===== config.mk =====
export PLATFORM = sky130hd
export DESIGN_NAME = pfci_host
export DESIGN_NICKNAME = d
export VERILOG_FILES = /design/src/pfci_pkg.sv /design/src/pfci_bus_cycle.sv /design/src/pfci_host.sv
export SDC_FILE = /design/constraint.sdc
export NUM_CORES = 1
export LEC_CHECK = 0
export ABC_AREA = 1
export BUFFER_PORTS_ARGS = -buffer_cell sky130_fd_sc_hd__buf_2
export CORE_MARGIN = 2
export CORE_UTILIZATION = 54
export CTS_CLUSTER_SIZE = 25
export DETAILED_ROUTE_END_ITERATION = 10
export PLACE_DENSITY = 0.77
export SYNTH_ARGS = -nofsm -noshare
export SYNTH_HDL_FRONTEND = slang
export SYNTH_SLANG_ARGS = --single-unit
export TNS_END_PERCENT = 30

===== constraint.sdc =====
create_clock -name clock -period 1.9 [get_ports clock]
set_clock_uncertainty 0.1 [all_clocks]
set_input_delay 0.285 -clock clock [delete_from_list [all_inputs] [get_ports clock]]
set_output_delay 0.285 -clock clock [all_outputs]
set_load 0.02 [all_outputs]

===== src/pfci_pkg.sv =====
package pfci_pkg;

    // ----------------------------------------------------------------
    // timing, all figures in ns except SYNC_STAGES, converted at the 25 MHz clock
    // ----------------------------------------------------------------
    localparam int CLK_NS = 40;
    localparam int WE_LOW_NS = 40;
    localparam int READ_ACCESS_NS = 150;
    localparam int PROGRAM_PULSE_NS = 10000;
    localparam int ERASE_PULSE_NS = 9500000;
    localparam int RECOVERY_NS = 6000;
    localparam int SYNC_STAGES = 2;
    // least times, rounded up to whole cycles
    localparam int WE_LOW_CYCLES = (WE_LOW_NS + CLK_NS - 1) / CLK_NS;
    localparam int READ_ACCESS_CYCLES = (READ_ACCESS_NS + CLK_NS - 1) / CLK_NS;
    localparam int PROGRAM_PULSE_CYCLES = (PROGRAM_PULSE_NS + CLK_NS - 1) / CLK_NS;
    localparam int ERASE_PULSE_CYCLES = (ERASE_PULSE_NS + CLK_NS - 1) / CLK_NS;
    localparam int RECOVERY_CYCLES = (RECOVERY_NS + CLK_NS - 1) / CLK_NS;
    // one spare cycle so the sampled byte is past the synchroniser
    localparam int READ_WAIT_CYCLES = READ_ACCESS_CYCLES + SYNC_STAGES + 1;

    // ----------------------------------------------------------------
    // command bytes and fixed values
    // ----------------------------------------------------------------
    localparam logic [7:0] CMD_SET_READ = 8'h00;
    localparam logic [7:0] CMD_SIGNATURE = 8'h90;
    localparam logic [7:0] CMD_ERASE = 8'h20;
    localparam logic [7:0] CMD_ERASE_VERIFY = 8'hA0;
    localparam logic [7:0] CMD_PROGRAM = 8'h40;
    localparam logic [7:0] CMD_PROGRAM_VERIFY = 8'hC0;
    localparam logic [7:0] CMD_RESET = 8'hFF;
    localparam logic [7:0] ERASED_BYTE = 8'hFF;
    localparam logic [15:0] LAST_ADDR = 16'hFFFF;
    localparam int PROGRAM_MAX_TRIES_DEF = 25;
    localparam int ERASE_MAX_TRIES_DEF = 1000;

    // ----------------------------------------------------------------
    // types
    // ----------------------------------------------------------------
    typedef enum logic [2:0] {
        OP_READ = 3'h0,
        OP_SIG_CMD = 3'h1,
        OP_SIG_HV = 3'h2,
        OP_PROGRAM = 3'h3,
        OP_ERASE = 3'h4,
        OP_RESET = 3'h5
    } pfci_op_t;

    typedef struct packed {
        pfci_op_t op;
        logic [15:0] addr;
        logic [7:0] data;
    } pfci_req_t;

    typedef struct packed {
        logic [7:0] data;
        logic fail;
    } pfci_rsp_t;

    typedef struct packed {
        logic chip_select_n;
        logic output_drive_n;
        logic write_strobe_n;
        logic id_select_high_voltage;
        logic [15:0] addr;
        logic [7:0] dq_out;
        logic dq_oe;
    } pfci_pins_t;

    localparam pfci_pins_t PINS_IDLE = '{
        chip_select_n: 1'b1,
        output_drive_n: 1'b1,
        write_strobe_n: 1'b1,
        id_select_high_voltage: 1'b0,
        addr: 16'h0000,
        dq_out: 8'h00,
        dq_oe: 1'b0
    };

endpackage


===== src/pfci_bus_cycle.sv =====
`timescale 1ns/1ns
module pfci_bus_cycle
    import pfci_pkg::*;
(
    input wire logic clock,
    input wire logic rst,
    input wire logic start,
    input wire logic write,
    input wire logic [15:0] addr,
    input wire logic [7:0] wdata,
    input wire logic id_hv,
    input wire logic [7:0] dq_in,
    output pfci_pins_t pins,
    output logic done,
    output logic [7:0] rdata
);

    // ----------------------------------------------------------------
    // state
    // ----------------------------------------------------------------
    typedef enum logic [1:0] {
        PH_IDLE = 2'b00,
        PH_WE_LOW = 2'b01,
        PH_WE_HOLD = 2'b10,
        PH_READ = 2'b11
    } pfci_phase_t;

    typedef struct packed {
        pfci_phase_t phase;
        logic [3:0] cnt;
        pfci_pins_t pins;
        logic [7:0] rdata;
        logic done;
        logic [7:0] dq_meta;
        logic [7:0] dq_sync;
    } pfci_cycle_state_t;

    localparam pfci_cycle_state_t RESET_STATE = '{
        phase: PH_IDLE, cnt: 4'h0, pins: PINS_IDLE, rdata: 8'h00,
        done: 1'b0, dq_meta: 8'h00, dq_sync: 8'h00
    };

    pfci_cycle_state_t cur;
    pfci_cycle_state_t next;

    if (READ_WAIT_CYCLES > 16 || WE_LOW_CYCLES > 16) begin : bad_timing
        $error("cycle counts exceed the 4-bit phase counter");
    end

    // ----------------------------------------------------------------
    // one pin cycle: write strobe pulse or timed read
    // ----------------------------------------------------------------
    always_comb begin
        next = cur;
        next.done = 1'b0;
        // data pins come from another domain: two stages before use
        next.dq_meta = dq_in;
        next.dq_sync = cur.dq_meta;
        next.pins.id_select_high_voltage = id_hv;
        unique case (cur.phase)
            PH_IDLE: begin
                if (start) begin
                    next.pins.chip_select_n = 1'b0;
                    next.pins.addr = addr;
                    if (write) begin
                        // address driven in the same cycle as the strobe falls
                        next.pins.write_strobe_n = 1'b0;
                        next.pins.dq_out = wdata;
                        next.pins.dq_oe = 1'b1;
                        next.cnt = 4'(WE_LOW_CYCLES - 1);
                        next.phase = PH_WE_LOW;
                    end else begin
                        next.pins.output_drive_n = 1'b0;
                        next.cnt = 4'(READ_WAIT_CYCLES - 1);
                        next.phase = PH_READ;
                    end
                end
            end
            PH_WE_LOW: begin
                if (cur.cnt == 4'h0) begin
                    // byte held across rising strobe
                    next.pins.write_strobe_n = 1'b1;
                    next.phase = PH_WE_HOLD;
                end else begin
                    next.cnt = cur.cnt - 4'h1;
                end
            end
            PH_WE_HOLD: begin
                // one cycle of data hold after the rising strobe
                next.pins.chip_select_n = 1'b1;
                next.pins.dq_oe = 1'b0;
                next.done = 1'b1;
                next.phase = PH_IDLE;
            end
            PH_READ: begin
                if (cur.cnt == 4'h0) begin
                    next.rdata = cur.dq_sync;
                    next.pins.chip_select_n = 1'b1;
                    next.pins.output_drive_n = 1'b1;
                    next.done = 1'b1;
                    next.phase = PH_IDLE;
                end else begin
                    next.cnt = cur.cnt - 4'h1;
                end
            end
        endcase
    end

    // state register
    always_ff @(posedge clock) begin
        if (rst) begin
            cur <= RESET_STATE;
        end else begin
            cur <= next;
        end
    end

    assign pins = cur.pins;
    assign done = cur.done;
    assign rdata = cur.rdata;

endmodule


===== src/pfci_host.sv =====
`timescale 1ns/1ns
// Operation
// flash drives the addressed byte when selected, output on, no write
// chip select high puts the flash into standby
// data lines float in standby or with output drive off
// command register changes only while program voltage is high
// command byte is captured on the rising write strobe
// commands take one or two writes that also latch address and data
// host writes set-read before array reads while program voltage is high
// signature command, then reads at 0 and 1 give the two codes
// high voltage on the id address line with others low gives signature
// signature reads at 0000H and 0001H return the two identity bytes
// erase needs two back-to-back 20H writes; one alone does nothing
// erase verify writes A0H with address, next read returns that byte
// program writes 40H, then a write with target address and data
// program verify writes C0H, next read returns the programmed byte
// reset is two back-to-back FFH writes
// internal timers end program after 10 us, erase after 9.5 ms
// host waits 6 us after program or erase write before reading
// host retries program and verify up to 25 times, then fails
// host programs all bytes to 00H before issuing an erase (this host erases without programming first)
// flash powers up with its command register in read mode
// two FFH writes abort program or erase and return to read
// program address latched on falling strobe, data on rising
// erase verify write stops erase; its address latched on falling strobe
// unknown first command byte keeps read mode and starts nothing
module pfci_host
    import pfci_pkg::*;
#(
    parameter int ERASE_WAIT_CYCLES = ERASE_PULSE_CYCLES,
    parameter int PROGRAM_MAX_TRIES = PROGRAM_MAX_TRIES_DEF,
    parameter int ERASE_MAX_TRIES = ERASE_MAX_TRIES_DEF
)
(
    input wire logic clock,
    input wire logic rst,
    input wire logic req_valid,
    output logic req_ready,
    input wire pfci_req_t req,
    output logic rsp_valid,
    output pfci_rsp_t rsp,
    output pfci_pins_t flash_pins,
    output logic program_voltage_high,
    input wire logic [7:0] dq_in
);

    // ----------------------------------------------------------------
    // sizing and checks
    // ----------------------------------------------------------------
    localparam int WAIT_MAX = (ERASE_WAIT_CYCLES > PROGRAM_PULSE_CYCLES) ?
        ERASE_WAIT_CYCLES : PROGRAM_PULSE_CYCLES;
    localparam int WAIT_W = $clog2(WAIT_MAX + 1);
    localparam int TRY_MAX = (ERASE_MAX_TRIES > PROGRAM_MAX_TRIES) ?
        ERASE_MAX_TRIES : PROGRAM_MAX_TRIES;
    localparam int TRY_W = $clog2(TRY_MAX + 1);

    if (ERASE_WAIT_CYCLES < 1 || PROGRAM_MAX_TRIES < 1 || ERASE_MAX_TRIES < 1)
    begin : bad_params
        $error("wait and retry parameters must be at least one");
    end

    // ----------------------------------------------------------------
    // state
    // ----------------------------------------------------------------
    typedef enum logic [3:0] {
        ST_IDLE = 4'h0,
        ST_SET_READ = 4'h1,
        ST_READ = 4'h2,
        ST_SIG_CMD = 4'h3,
        ST_SIG_READ = 4'h4,
        ST_HV_READ = 4'h5,
        ST_PROG_SETUP = 4'h6,
        ST_PROG_DATA = 4'h7,
        ST_PROG_VERIFY = 4'h8,
        ST_PROG_CHECK = 4'h9,
        ST_ERASE_SETUP = 4'hA,
        ST_ERASE_GO = 4'hB,
        ST_ERASE_VERIFY = 4'hC,
        ST_ERASE_CHECK = 4'hD,
        ST_RESET_1 = 4'hE,
        ST_RESET_2 = 4'hF
    } pfci_step_t;

    typedef struct packed {
        pfci_step_t st;
        logic issued;
        logic [WAIT_W-1:0] wait_cnt;
        pfci_req_t req;
        logic [15:0] vaddr;
        logic [TRY_W-1:0] tries;
        logic hv;
        logic prog_volt;
        logic rsp_valid;
        pfci_rsp_t rsp;
    } pfci_host_state_t;

    localparam pfci_host_state_t RESET_STATE = '{
        st: ST_IDLE, issued: 1'b0, wait_cnt: '0, req: '0, vaddr: 16'h0000,
        tries: '0, hv: 1'b0, prog_volt: 1'b0, rsp_valid: 1'b0, rsp: '0
    };

    pfci_host_state_t cur;
    pfci_host_state_t next;
    logic cyc_start;
    logic cyc_write;
    logic [15:0] cyc_addr;
    logic [7:0] cyc_data;
    logic cyc_done;
    logic [7:0] cyc_rdata;

    // ----------------------------------------------------------------
    // pin cycle engine
    // ----------------------------------------------------------------
    pfci_bus_cycle u_cycle (
        .clock(clock),
        .rst(rst),
        .start(cyc_start),
        .write(cyc_write),
        .addr(cyc_addr),
        .wdata(cyc_data),
        .id_hv(cur.hv),
        .dq_in(dq_in),
        .pins(flash_pins),
        .done(cyc_done),
        .rdata(cyc_rdata)
    );

    // ----------------------------------------------------------------
    // sequencer
    // ----------------------------------------------------------------
    always_comb begin
        next = cur;
        next.rsp_valid = 1'b0;
        // programming level stays applied; every OP_READ array read is preceded by set-read
        next.prog_volt = 1'b1;
        cyc_write = 1'b1;
        cyc_addr = 16'h0000;
        cyc_data = CMD_SET_READ;

        // what the current step puts on the pins
        unique case (cur.st)
            ST_IDLE: begin
                cyc_write = 1'b1;
            end
            // set-read before array read
            ST_SET_READ: cyc_data = CMD_SET_READ;
            ST_READ: begin
                cyc_write = 1'b0;
                cyc_addr = cur.req.addr;
            end
            // signature by command
            ST_SIG_CMD: cyc_data = CMD_SIGNATURE;
            ST_SIG_READ: begin
                cyc_write = 1'b0;
                cyc_addr = {15'h0000, cur.req.addr[0]};
            end
            // other address lines held low
            ST_HV_READ: begin
                cyc_write = 1'b0;
                cyc_addr = {15'h0000, cur.req.addr[0]};
            end
            // setup then address and data
            ST_PROG_SETUP: cyc_data = CMD_PROGRAM;
            ST_PROG_DATA: begin
                cyc_addr = cur.req.addr;
                cyc_data = cur.req.data;
            end
            // verify reads latched address
            ST_PROG_VERIFY: cyc_data = CMD_PROGRAM_VERIFY;
            ST_PROG_CHECK: cyc_write = 1'b0;
            // two erase writes in a row
            ST_ERASE_SETUP: cyc_data = CMD_ERASE;
            ST_ERASE_GO: cyc_data = CMD_ERASE;
            // verify address with command
            ST_ERASE_VERIFY: begin
                cyc_addr = cur.vaddr;
                cyc_data = CMD_ERASE_VERIFY;
            end
            ST_ERASE_CHECK: begin
                cyc_write = 1'b0;
                cyc_addr = cur.vaddr;
            end
            // two reset writes in a row
            ST_RESET_1: cyc_data = CMD_RESET;
            ST_RESET_2: cyc_data = CMD_RESET;
        endcase

        // a cycle starts once any pending wait has run out
        cyc_start = (cur.st != ST_IDLE) && !cur.issued && (cur.wait_cnt == '0);
        if (cur.wait_cnt != '0) begin
            next.wait_cnt = cur.wait_cnt - 1'b1;
        end else if (cyc_start) begin
            next.issued = 1'b1;
        end

        // step on when the pin cycle completes
        if (cyc_done) begin
            next.issued = 1'b0;
            unique case (cur.st)
                ST_IDLE: begin
                    next.issued = 1'b0;
                end
                ST_SET_READ: next.st = ST_READ;
                ST_SIG_CMD: next.st = ST_SIG_READ;
                ST_PROG_SETUP: next.st = ST_PROG_DATA;
                ST_ERASE_SETUP: next.st = ST_ERASE_GO;
                ST_RESET_1: next.st = ST_RESET_2;
                ST_READ, ST_SIG_READ, ST_HV_READ: begin
                    next.st = ST_IDLE;
                    next.hv = 1'b0;
                    next.rsp_valid = 1'b1;
                    next.rsp.data = cyc_rdata;
                    next.rsp.fail = 1'b0;
                end
                ST_PROG_DATA: begin
                    // let the internal program timer run out
                    next.st = ST_PROG_VERIFY;
                    next.wait_cnt = WAIT_W'(PROGRAM_PULSE_CYCLES);
                end
                ST_PROG_VERIFY: begin
                    // recovery before the verify read
                    next.st = ST_PROG_CHECK;
                    next.wait_cnt = WAIT_W'(RECOVERY_CYCLES);
                end
                ST_PROG_CHECK: begin
                    // bounded retry of program and verify
                    if (cyc_rdata == cur.req.data) begin
                        next.st = ST_IDLE;
                        next.rsp_valid = 1'b1;
                        next.rsp.data = cyc_rdata;
                        next.rsp.fail = 1'b0;
                    end else if (cur.tries == TRY_W'(PROGRAM_MAX_TRIES - 1)) begin
                        next.st = ST_IDLE;
                        next.rsp_valid = 1'b1;
                        next.rsp.data = cyc_rdata;
                        next.rsp.fail = 1'b1;
                    end else begin
                        next.tries = cur.tries + 1'b1;
                        next.st = ST_PROG_SETUP;
                    end
                end
                ST_ERASE_GO: begin
                    // erase timer runs out before verify stops it
                    next.st = ST_ERASE_VERIFY;
                    next.wait_cnt = WAIT_W'(ERASE_WAIT_CYCLES);
                end
                ST_ERASE_VERIFY: begin
                    // recovery before the verify read
                    next.st = ST_ERASE_CHECK;
                    next.wait_cnt = WAIT_W'(RECOVERY_CYCLES);
                end
                ST_ERASE_CHECK: begin
                    if (cyc_rdata == ERASED_BYTE) begin
                        if (cur.vaddr == LAST_ADDR) begin
                            next.st = ST_IDLE;
                            next.rsp_valid = 1'b1;
                            next.rsp.data = cyc_rdata;
                            next.rsp.fail = 1'b0;
                        end else begin
                            // verify walks on without a fresh erase
                            next.vaddr = cur.vaddr + 16'h0001;
                            next.st = ST_ERASE_VERIFY;
                        end
                    end else if (cur.tries == TRY_W'(ERASE_MAX_TRIES - 1)) begin
                        next.st = ST_IDLE;
                        next.rsp_valid = 1'b1;
                        next.rsp.data = cyc_rdata;
                        next.rsp.fail = 1'b1;
                    end else begin
                        // re-erase and resume at the failing address
                        next.tries = cur.tries + 1'b1;
                        next.st = ST_ERASE_SETUP;
                    end
                end
                ST_RESET_2: begin
                    next.st = ST_IDLE;
                    next.rsp_valid = 1'b1;
                    next.rsp.data = 8'h00;
                    next.rsp.fail = 1'b0;
                end
            endcase
        end

        // accept a new request only while idle
        if (cur.st == ST_IDLE && req_valid) begin
            next.req = req;
            next.tries = '0;
            next.issued = 1'b0;
            unique case (req.op)
                OP_READ: next.st = ST_SET_READ;
                OP_SIG_CMD: next.st = ST_SIG_CMD;
                OP_SIG_HV: begin
                    // high voltage settles one cycle before chip select falls
                    next.hv = 1'b1;
                    next.st = ST_HV_READ;
                    next.wait_cnt = WAIT_W'(1);
                end
                OP_PROGRAM: next.st = ST_PROG_SETUP;
                OP_ERASE: begin
                    // array must already hold 00H everywhere; this host erases without programming it first
                    next.vaddr = req.addr;
                    next.st = ST_ERASE_SETUP;
                end
                OP_RESET: next.st = ST_RESET_1;
                default: begin
                    // unknown operation code: refuse at once
                    next.rsp_valid = 1'b1;
                    next.rsp.data = 8'h00;
                    next.rsp.fail = 1'b1;
                end
            endcase
        end
    end

    // state register
    always_ff @(posedge clock) begin
        if (rst) begin
            cur <= RESET_STATE;
        end else begin
            cur <= next;
        end
    end

    // ----------------------------------------------------------------
    // outputs
    // ----------------------------------------------------------------
    assign req_ready = (cur.st == ST_IDLE);
    assign rsp_valid = cur.rsp_valid;
    assign rsp = cur.rsp;
    assign program_voltage_high = cur.prog_volt;

endmodule


==> results of run 1 <==
cell usage in the layout (no fill, tap or decap), drive strengths merged, types with 2 or more instances in the layout:
cell type	count
a31oi	6
o21ai	94
nand4	26
nor2	140
buf	190
nand2	276
nand3	102
dfxtp	145
o22ai	4
ha	6
a21oi	81
o211ai	2
xnor2	6
clkinvlp	4
xor2	15
clkbuf	20
nor4	5
nor3	27
a22oi	15
o21a	10
inv	180
a32oi	2
dlygate4sd3	8
flip-flops by register name, indices dropped and copies added (netlist names):
register and count:
u_cycle.pins 29, rsp 9, u_cycle.cur 22, cur 74, rsp_valid 1, u_cycle.done 1, u_cycle.rdata 8, program_voltage_high 1
repair_timing:
item,4_1_cts,5_1_grt
endpoints found under the setup margin,7,87
hold endpoints to repair,8,0
buffers inserted,0,10
cloned,0,3
hold buffers,8,0
resized for setup,3,66
pin swaps,1,15
area by class of cell:
type	instances	area, um^2	area share (%)
Timing Repair Buffer	200	1440	14.4
Inverter	172	646	6.47
Sequential cell	145	2920	29.3
Clock inverter	14	140	1.40
Clock buffer	18	439	4.40
Tap cell	184	230	2.31
Multi-Input combinational cell	822	4160	41.7
Yosys cell counts (4+ instances only):
cell type / instances
nand3_1: 98
nand4_1: 26
xor2_1: 15
nand2_1: 268
o21ai_0: 86
nor4_1: 5
ha_1: 6
o21ai_1: 7
inv_1: 164
buf_4: 42
nor2_2: 8
inv_2: 8
nor3_1: 23
nor2_4: 6
nor2_1: 126
nand2_2: 5
dfxtp_1: 145
a31oi_1: 6
a22oi_1: 15
nand3_2: 4
clkbuf_1: 15
a21oi_1: 79
o22ai_1: 4
xnor2_1: 6
o21a_1: 10
buf_2: 14
metrics by stage:
step	total power, mW	setup TNS, ns	hold WS, ns	cell area [um^2]	instances
final	10.5	-0.0850	0.0468	9980	1555
after global routing	11.1	-0.653	0.0535	9980	1555
after CTS	10.2	0	0.0334	9680	1542
after detailed placement	6.92	-0.000276	0.294	9010	1502
after global placement	6.86	0	0.290	9010	1502
after floorplan	6.04	0	0.288	8040	1213
power groups by stage:
stage                     logic (mW)  registers [mW]  clock network, mW
after CTS                       3.19            3.73               3.33
after floorplan                 2.30            3.75                  0
after global placement          3.08            3.78                  0
after global routing            3.81            3.80               3.48
after detailed placement        3.13            3.79                  0
final                           3.44            3.76               3.31
worst max-delay path: cells and delay by family, from the launching register on:
family / cells / cell delay, ns
flops: 1 / 0.36
simple gates: 4 / 0.63
buf+inv: 3 / 0.42
compound gates: 2 / 0.42
routing by layer:
layer | share of wire (%) | vias to the layer above
met5 | 0.067 | -
met1 | 44 | 3742
li1 | - | 4183
met2 | 47 | 286
met4 | 1.9 | 2
met3 | 6.8 | 42
final timing paths:
path	slack (ns)	end	from
setup / recovery	-0.09	cur[37]	cur[22]
hold / removal	0.05	cur[42]	req[4]
setup reg to reg	-0.09	cur[37]	cur[22]
hold reg to reg	0.30	u_cycle.cur[3]	u_cycle.cur[11]
kinds of logic after synthesis:
| logic type | after synthesis | share of synthesized area [%] |
|---|---|---|
| buffers and inverters | 247 | 13.9 |
| AOI/OAI and AO/OA | 218 | 15.0 |
| DFF | 145 | 36.1 |
| adders and majority gates | 6 | 0.934 |
| xor gates and xnor gates | 21 | 2.29 |
| and+or+nand+nor | 576 | 31.8 |
==> run metrics, run 1 <==
status=finished, violations left; failing checks=negative setup slack; row count=44; ANT cells=0; vias post-DR=8255; Clock Power Share=31.5%; P&R area growth vs syn=24.1%; met1 track demand over resource=36.2%; slowest stage cell, crit path=dfxtp_2; Syn Inst Count=1213; DP HPWL=15.8 mm; crit-path cells=buf_4 > buf_4 > nand3_1 > nor3_2 > buf_4 > nand3_1 > o21ai_0 > nand2_1 > a21oi_1; TritonCTS buffer count=17; final slew viol count=0; Starting Density=55.3%; Layout Nets=1402; Hold Fails Final Rpt=0; Synth top area share=36.1%; R2R depth=9; htree depth=4; DR iter-0 viols=782; Synth warnings=0; Total Routed Length=22.3 mm; Die X=126 um; Avg Vias per Cell=5.31; Core ar.=0.0145 mm^2; Comb pwr share=32.7%; Post-synth EDFFs=0; vias in the first global route=7463; kind of critical path=reg -> reg; GRT Resource Usage Total=27.4%; Longest Clk Path Bufs=2; MaxCap Viol Count=0; largest net degree at the start of global routing=40; register area share after synthesis=36.1%; top_reg_cell synth=dfxtp_1; global-route wire length before repair=35.4 mm; CTS Root Buffer Type=clkbuf_16; GR Util met2=45.1%; Slew headroom=65.1%; Sink Count=145; Final Core Density=68.6%; final setup vio count=1; Mapped Area=0.00804 mm^2; arrival time worst endpoint=2.24 ns; Worst-Skew Late Latency=0.43 ns; Synth area leader=dfxtp_1; setup ws final=-0.0850 ns; slowest cell delay on critical path=0.36 ns; Tmin final=1.99 ns; die area=0.0159 mm^2; CTS clk-pin slew, worst paths=0.06 ns; LEAKAGE=4.69 nW; Seq pwr share=35.8%; CP Max Fanout=5; switching pwr=3.78 mW; total congestion overflow=0; met3 track demand over resource=5.69%; Fmax=504 MHz; Pre-antenna DRT Iters=6; hold path cells=3; DR WL/cell=14.3 um; RSZ-0062 raised after global routing=yes; Worst Path Required=2.16 ns; final cycle utilization of the critical path=104%; IO buf count=78; GRT busiest layer=met2; syn avg cell area=6.63 um^2; remaining routing DRC violations=0; gpl congestion=0.957; startpoint types=register; io pins=79; Peak VDD IR=790 uV; Yosys cell types=41; sw frac=35.9%; Tightest Pin Transition=0.523 ns; Worst Hold Class=in -> reg; P per Cell Area=1050 mW/mm^2; CTS tree=built; pre-CTS setup slack=-0.000276 ns; Area contributors post-synth=dfxtp_1, nand2_1, inv_1; Seq cells post-synth=145; Post-synth ARST share=0%; Top cell by count, worst path=buf_4; fillers=1250; P_int=6.73 mW; antenna violations before repair=2; Die H=126 um; Worst Setup End Kind=register; Syn Nets=1257; post-route ant nets=0; share of cells above drive strength 1=22.7%
(Power assumes the default switching activity.)
==> run 2: changes to the inputs <==
--- a/config.mk
+++ b/config.mk
@@ -12,6 +12,7 @@
 export CTS_CLUSTER_SIZE = 25
 export DETAILED_ROUTE_END_ITERATION = 10
 export PLACE_DENSITY = 0.77
+export SETUP_SLACK_MARGIN = 0.1
 export SYNTH_ARGS = -nofsm -noshare
 export SYNTH_HDL_FRONTEND = slang
 export SYNTH_SLANG_ARGS = --single-unit
==> run metrics, run 2 (same netlist as run 1, synthesis figures left out) <==
Crit. path cell count=11; crit-path cells=buf_6 > inv_4 > nand2_4 > nor2_4 > nand3_2 > nor2_4 > nand3_4 > o21ai_2 > nand2_1 > o21ai_1 > inv_1; DR iter-0 viols=1027; Top cell by count, worst path=nor2_4; Slew headroom=69.0%; gpl congestion=0.952; most frequent cells in the layout=nand2_1, inv_1, dfxtp_1, buf_4, nor2_1; die area=0.0159 mm^2; Tmin final=1.87 ns; Die X=126 um; vias post-DR=8688; switching pwr=3.93 mW; P per Cell Area=1040 mW/mm^2; Tightest Pin Transition=0.464 ns; Max Used Layer=met4; arrival time worst endpoint=2.10 ns; Clock Power Share=30.3%; Hold Crit Start=dq_in[5]; htree depth=4; RSZ-0062 raised after global routing=yes; Worst Hold Class=in -> reg; Avg Vias per Cell=5.57; CP delay by family, top=simple AND/OR/NAND/NOR gates; Pre-antenna DRT Iters=6; commonest non-fill, non-tap cell in the layout=nand2_1; status=finished, violations left; CTS Root Buffer Type=clkbuf_16; CTS clk-pin slew, worst paths=0.06 ns; remaining routing DRC violations=0; met3 WL=1.75 mm; TritonCTS buffer count=17; sw frac=36.2%; Sink Count=145; Peak VDD IR=729 uV; Worst Path Required=2.13 ns; startpoint types=register; IO buf count=78; reg2reg end=cur[29]; CP Max Fanout=5; GRT Resource Usage Total=27.5%; slowest cell delay on critical path=0.33 ns; P&R area growth vs syn=29.8%; largest net degree at the start of global routing=39; reg2reg setup slack=0.03 ns; WHS Endpoint=u_cycle.cur[13]; total congestion overflow=0; LEAKAGE=4.83 nW; Critical R2R Launch=cur[85]; io pins=79; Worst Setup End Kind=register; vias in the first global route=7809; share of cells above drive strength 1=29.6%; Starting Density=55.3%; final cycle utilization of the critical path=98.3%; ANT cells=0; slowest stage cell, crit path=dfxtp_2; failing checks=negative hold slack; MaxCap Viol Count=0; P_int=6.92 mW; max reg flops=74; Fmax=536 MHz; DR WL/cell=15.5 um; Core ar.=0.0145 mm^2; Longest Clk Path Bufs=2; Seq pwr share=35.0%; Die H=126 um; Hold Fails Final Rpt=1; Total Routed Length=24.2 mm; final setup vio count=0; WHS=-0.00469 ns; CTS tree=built; row count=44; post-route ant nets=0; Worst Path Buf+Inv=3; Worst-Skew Late Latency=0.44 ns; hold path cells=3; Largest Register=cur; R2R depth=11; WL met1=10.3 mm; kind of critical path=reg -> reg; metal2 WL=11.4 mm; Final Power=10.9 mW; DP HPWL=15.5 mm; global-route wire length before repair=36.3 mm; Comb pwr share=34.7%; final slew viol count=0; antenna violations before repair=0; Layout Nets=1406
run 2: area by class of cell:
class / instances / area (um^2)
clock buffers: 20 / 457
clock inverters: 12 / 120
fillers: 1149 / 4100
inverters: 172 / 658
multi-input cells: 822 / 4510
flip-flops and latches: 145 / 2950
well taps: 184 / 230
repair buffers: 204 / 1510
run 2: worst reg2reg max path, cell delays in order (launching register included):
cell	delay, ns
dfxtp_2	0.33
buf_6	0.13
inv_4	0.06
nand2_4	0.06
nor2_4	0.12
nand3_2	0.11
nor2_4	0.21
nand3_4	0.17
o21ai_2	0.17
nand2_1	0.09
o21ai_1	0.18
inv_1	0.05
run 2: power by group through the flow:
stage	clock network, mW	logic [mW]	registers, mW
2_1_floorplan	0	2.30	3.75
3_5_place_dp	0	3.10	3.79
6_report	3.28	3.77	3.80
3_3_place_gp	0	3.05	3.78
5_1_grt	3.46	4.15	3.85
4_1_cts	3.30	3.18	3.73
run 2: metal layers:
metal | up-vias | global-route usage, %
met1 | 3984 | 37.1
met4 | 0 | 8.66
met5 | - | 0
met2 | 422 | 44.8
li1 | 4201 | -
met3 | 81 | 5.06
run 2: timing repair:
action	CTS	global route
pin swaps	9	48
setup endpoints to repair	58	99
setup buffers	6	15
resized for setup	27	190
gates cloned	1	4
hold buffers	7	0
endpoints found under the hold margin	7	0
run 2: worst max-delay path by stage:
stage	start	end	slack (ns)
floorplan	cur[12]	cur[12]	0.1
global placement	cur[23]	rsp[5]	-0.04
detailed placement	cur[23]	rsp[5]	-0.05
CTS	cur[65]	u_cycle.pins[19]	0.06
global route	cur[85]	cur[29]	-0.07
finish	cur[85]	cur[29]	0.03
run 2: stage by stage:
| step | cell area (um^2) | utilization, % | setup slack (ns) | cells | setup TNS, ns |
|---|---|---|---|---|---|
| floorplan | 8050 | - | 0.0981 | 1213 | 0 |
| global placement | 8950 | 61.6 | -0.0415 | 1494 | -0.0564 |
| detailed placement | 8950 | 61.6 | -0.0527 | 1494 | -0.104 |
| CTS | 9730 | 66.9 | 0.0606 | 1540 | 0 |
| global route | 10400 | 71.8 | -0.0748 | 1559 | -0.381 |
| finish | 10400 | 71.8 | 0.0330 | 1559 | 0 |
==> run 3: changes to the inputs <==
--- a/config.mk
+++ b/config.mk
@@ -7,7 +7,7 @@
 export LEC_CHECK = 0
 export ABC_AREA = 1
 export BUFFER_PORTS_ARGS = -buffer_cell sky130_fd_sc_hd__buf_2
-export CORE_MARGIN = 2
+export CORE_MARGIN = 5
 export CORE_UTILIZATION = 54
 export CTS_CLUSTER_SIZE = 25
 export DETAILED_ROUTE_END_ITERATION = 10
==> run metrics, run 3 (same netlist as run 1, synthesis figures left out) <==
global-route wire length before repair=39.0 mm; Fmax=527 MHz; arrival time worst endpoint=2.13 ns; IO buf count=78; post-route ant nets=0; pre-CTS setup slack=-0.0818 ns; total congestion overflow=0; Pre-antenna DRT Iters=6; Layout Nets=1425; Starting Density=55.1%; Worst Hold Class=in -> reg; TritonCTS buffer count=17; status=finished, final reports clean; DR iter-0 viols=1198; Hold Fails Final Rpt=0; CTS Root Buffer Type=clkbuf_16; Total Routed Length=26.0 mm; htree depth=4; gpl congestion=0.929; final slew viol count=0; Die H=132 um; share of cells above drive strength 1=32.0%; antenna violations before repair=0; RSZ-0062 raised after global routing=yes; max reg flops=74; CTS tree=built; io pins=79; row count=44; ANT cells=0; vias post-DR=8972; Slew headroom=71.5%; Die X=132 um; DR WL/cell=16.5 um; Worst-Skew Late Latency=0.44 ns; CP Max Fanout=6; Tightest Pin Transition=0.424 ns; Final Power=11.7 mW; remaining routing DRC violations=0; WL met1=10.2 mm; Largest Register=cur; fillers=1023; most frequent cells in the layout=nand2_1, inv_1, dfxtp_1, buf_4, nor2_1; P&R area growth vs syn=34.3%; Core ar.=0.0146 mm^2; Peak VDD IR=1050 uV; startpoint types=register; metal2 WL=12.6 mm; CTS clk-pin slew, worst paths=0.07 ns; Avg Vias per Cell=5.69; Worst Setup End Kind=register; DP HPWL=16.3 mm; LEAKAGE=4.98 nW; Sink Count=145; GRT Resource Usage Total=26.6%; final cycle utilization of the critical path=99.9%; met3 WL=2.22 mm; Worst Path Required=2.13 ns; die area=0.0174 mm^2; Max Used Layer=met4; setup ws final=0.00265 ns; final setup vio count=0; kind of critical path=reg -> reg; vias in the first global route=8235; P per Cell Area=1090 mW/mm^2; commonest non-fill, non-tap cell in the layout=nand2_1; MaxCap Viol Count=0; largest net degree at the start of global routing=39; Longest Clk Path Bufs=2; Tmin final=1.90 ns; setup_tns=0 ns
## run 3: cell types whose count changed in the layout (fill, tap and decap cells not counted), moves of 5 or more
cell,before,now
buf_4,99,116
inv_8,0,5
nand2_1,245,238
nand3_1,86,91
nand3_2,13,4
nor3_1,20,14
nor3_2,2,8
o21ai_1,31,25
o21ai_2,12,18
## run 3: worst paths after layout
path	start	to	slack, ns	cells past startpoint
max	cur[87]	cur[25]	0.003	10
min	req[1]	cur[39]	0.03	3
max reg2reg	cur[87]	cur[25]	0.003	10
min reg2reg	u_cycle.cur[15]	u_cycle.cur[7]	0.31	2
## run 3: power breakdown
group / switching [mW] / leakage, nW / total, mW / internal, mW
clock: 1.55 / 0.279 / 3.29 / 1.74
sequential: 0.364 / 1.20 / 3.85 / 3.48
combinational: 2.68 / 3.51 / 4.60 / 1.92
total: 4.59 / 4.98 / 11.7 / 7.15
## run 3: stage by stage
| stage | utilization, % | hold slack, ns | cells | cell area (um^2) |
|---|---|---|---|---|
| after floorplan | - | 0.288 | 1213 | 8050 |
| after global placement | 61.6 | 0.290 | 1503 | 8990 |
| after detailed placement | 61.6 | 0.296 | 1503 | 8990 |
| after CTS | 68.7 | 0.0216 | 1568 | 10000 |
| after global routing | 74.0 | 0.0324 | 1578 | 10800 |
| final | 74.0 | 0.0281 | 1578 | 10800 |
## run 3: timing repair
action | 4_1_cts | 5_1_grt
cloned | 2 | 2
setup endpoints to repair | 61 | 99
pin swaps | 18 | 63
hold endpoints to repair | 8 | 0
hold buffers | 8 | 0
resized for setup | 56 | 215
setup buffers | 23 | 10
## run 3: layer usage
layer,track usage (%),vias up
li1,-,4234
met1,34.8,4133
met2,42.9,517
met3,5.42,88
met4,11.0,0
met5,0,-
## run 3: worst max-delay path, cell delays in order, from the launching register on
cell and delay (ns):
dfxtp_2 0.37, buf_6 0.12, nand2_2 0.07, nor2_4 0.17
nand3_4 0.10, nor2_4 0.20, nand2_4 0.12, o21ai_0 0.21
nand2_1 0.11, o22ai_1 0.17, inv_1 0.05
## run 3: cell type report
type                       instances  area (um^2)  share of cell area, %
inverter                         172          656                   6.07
clock buffer                      17          425                   3.94
clock inverter                    15          149                   1.38
tap                              184          230                   2.13
sequential                       145         2950                   27.3
timing repair buffer             224         1680                   15.6
multi-input combinational        821         4700                   43.6
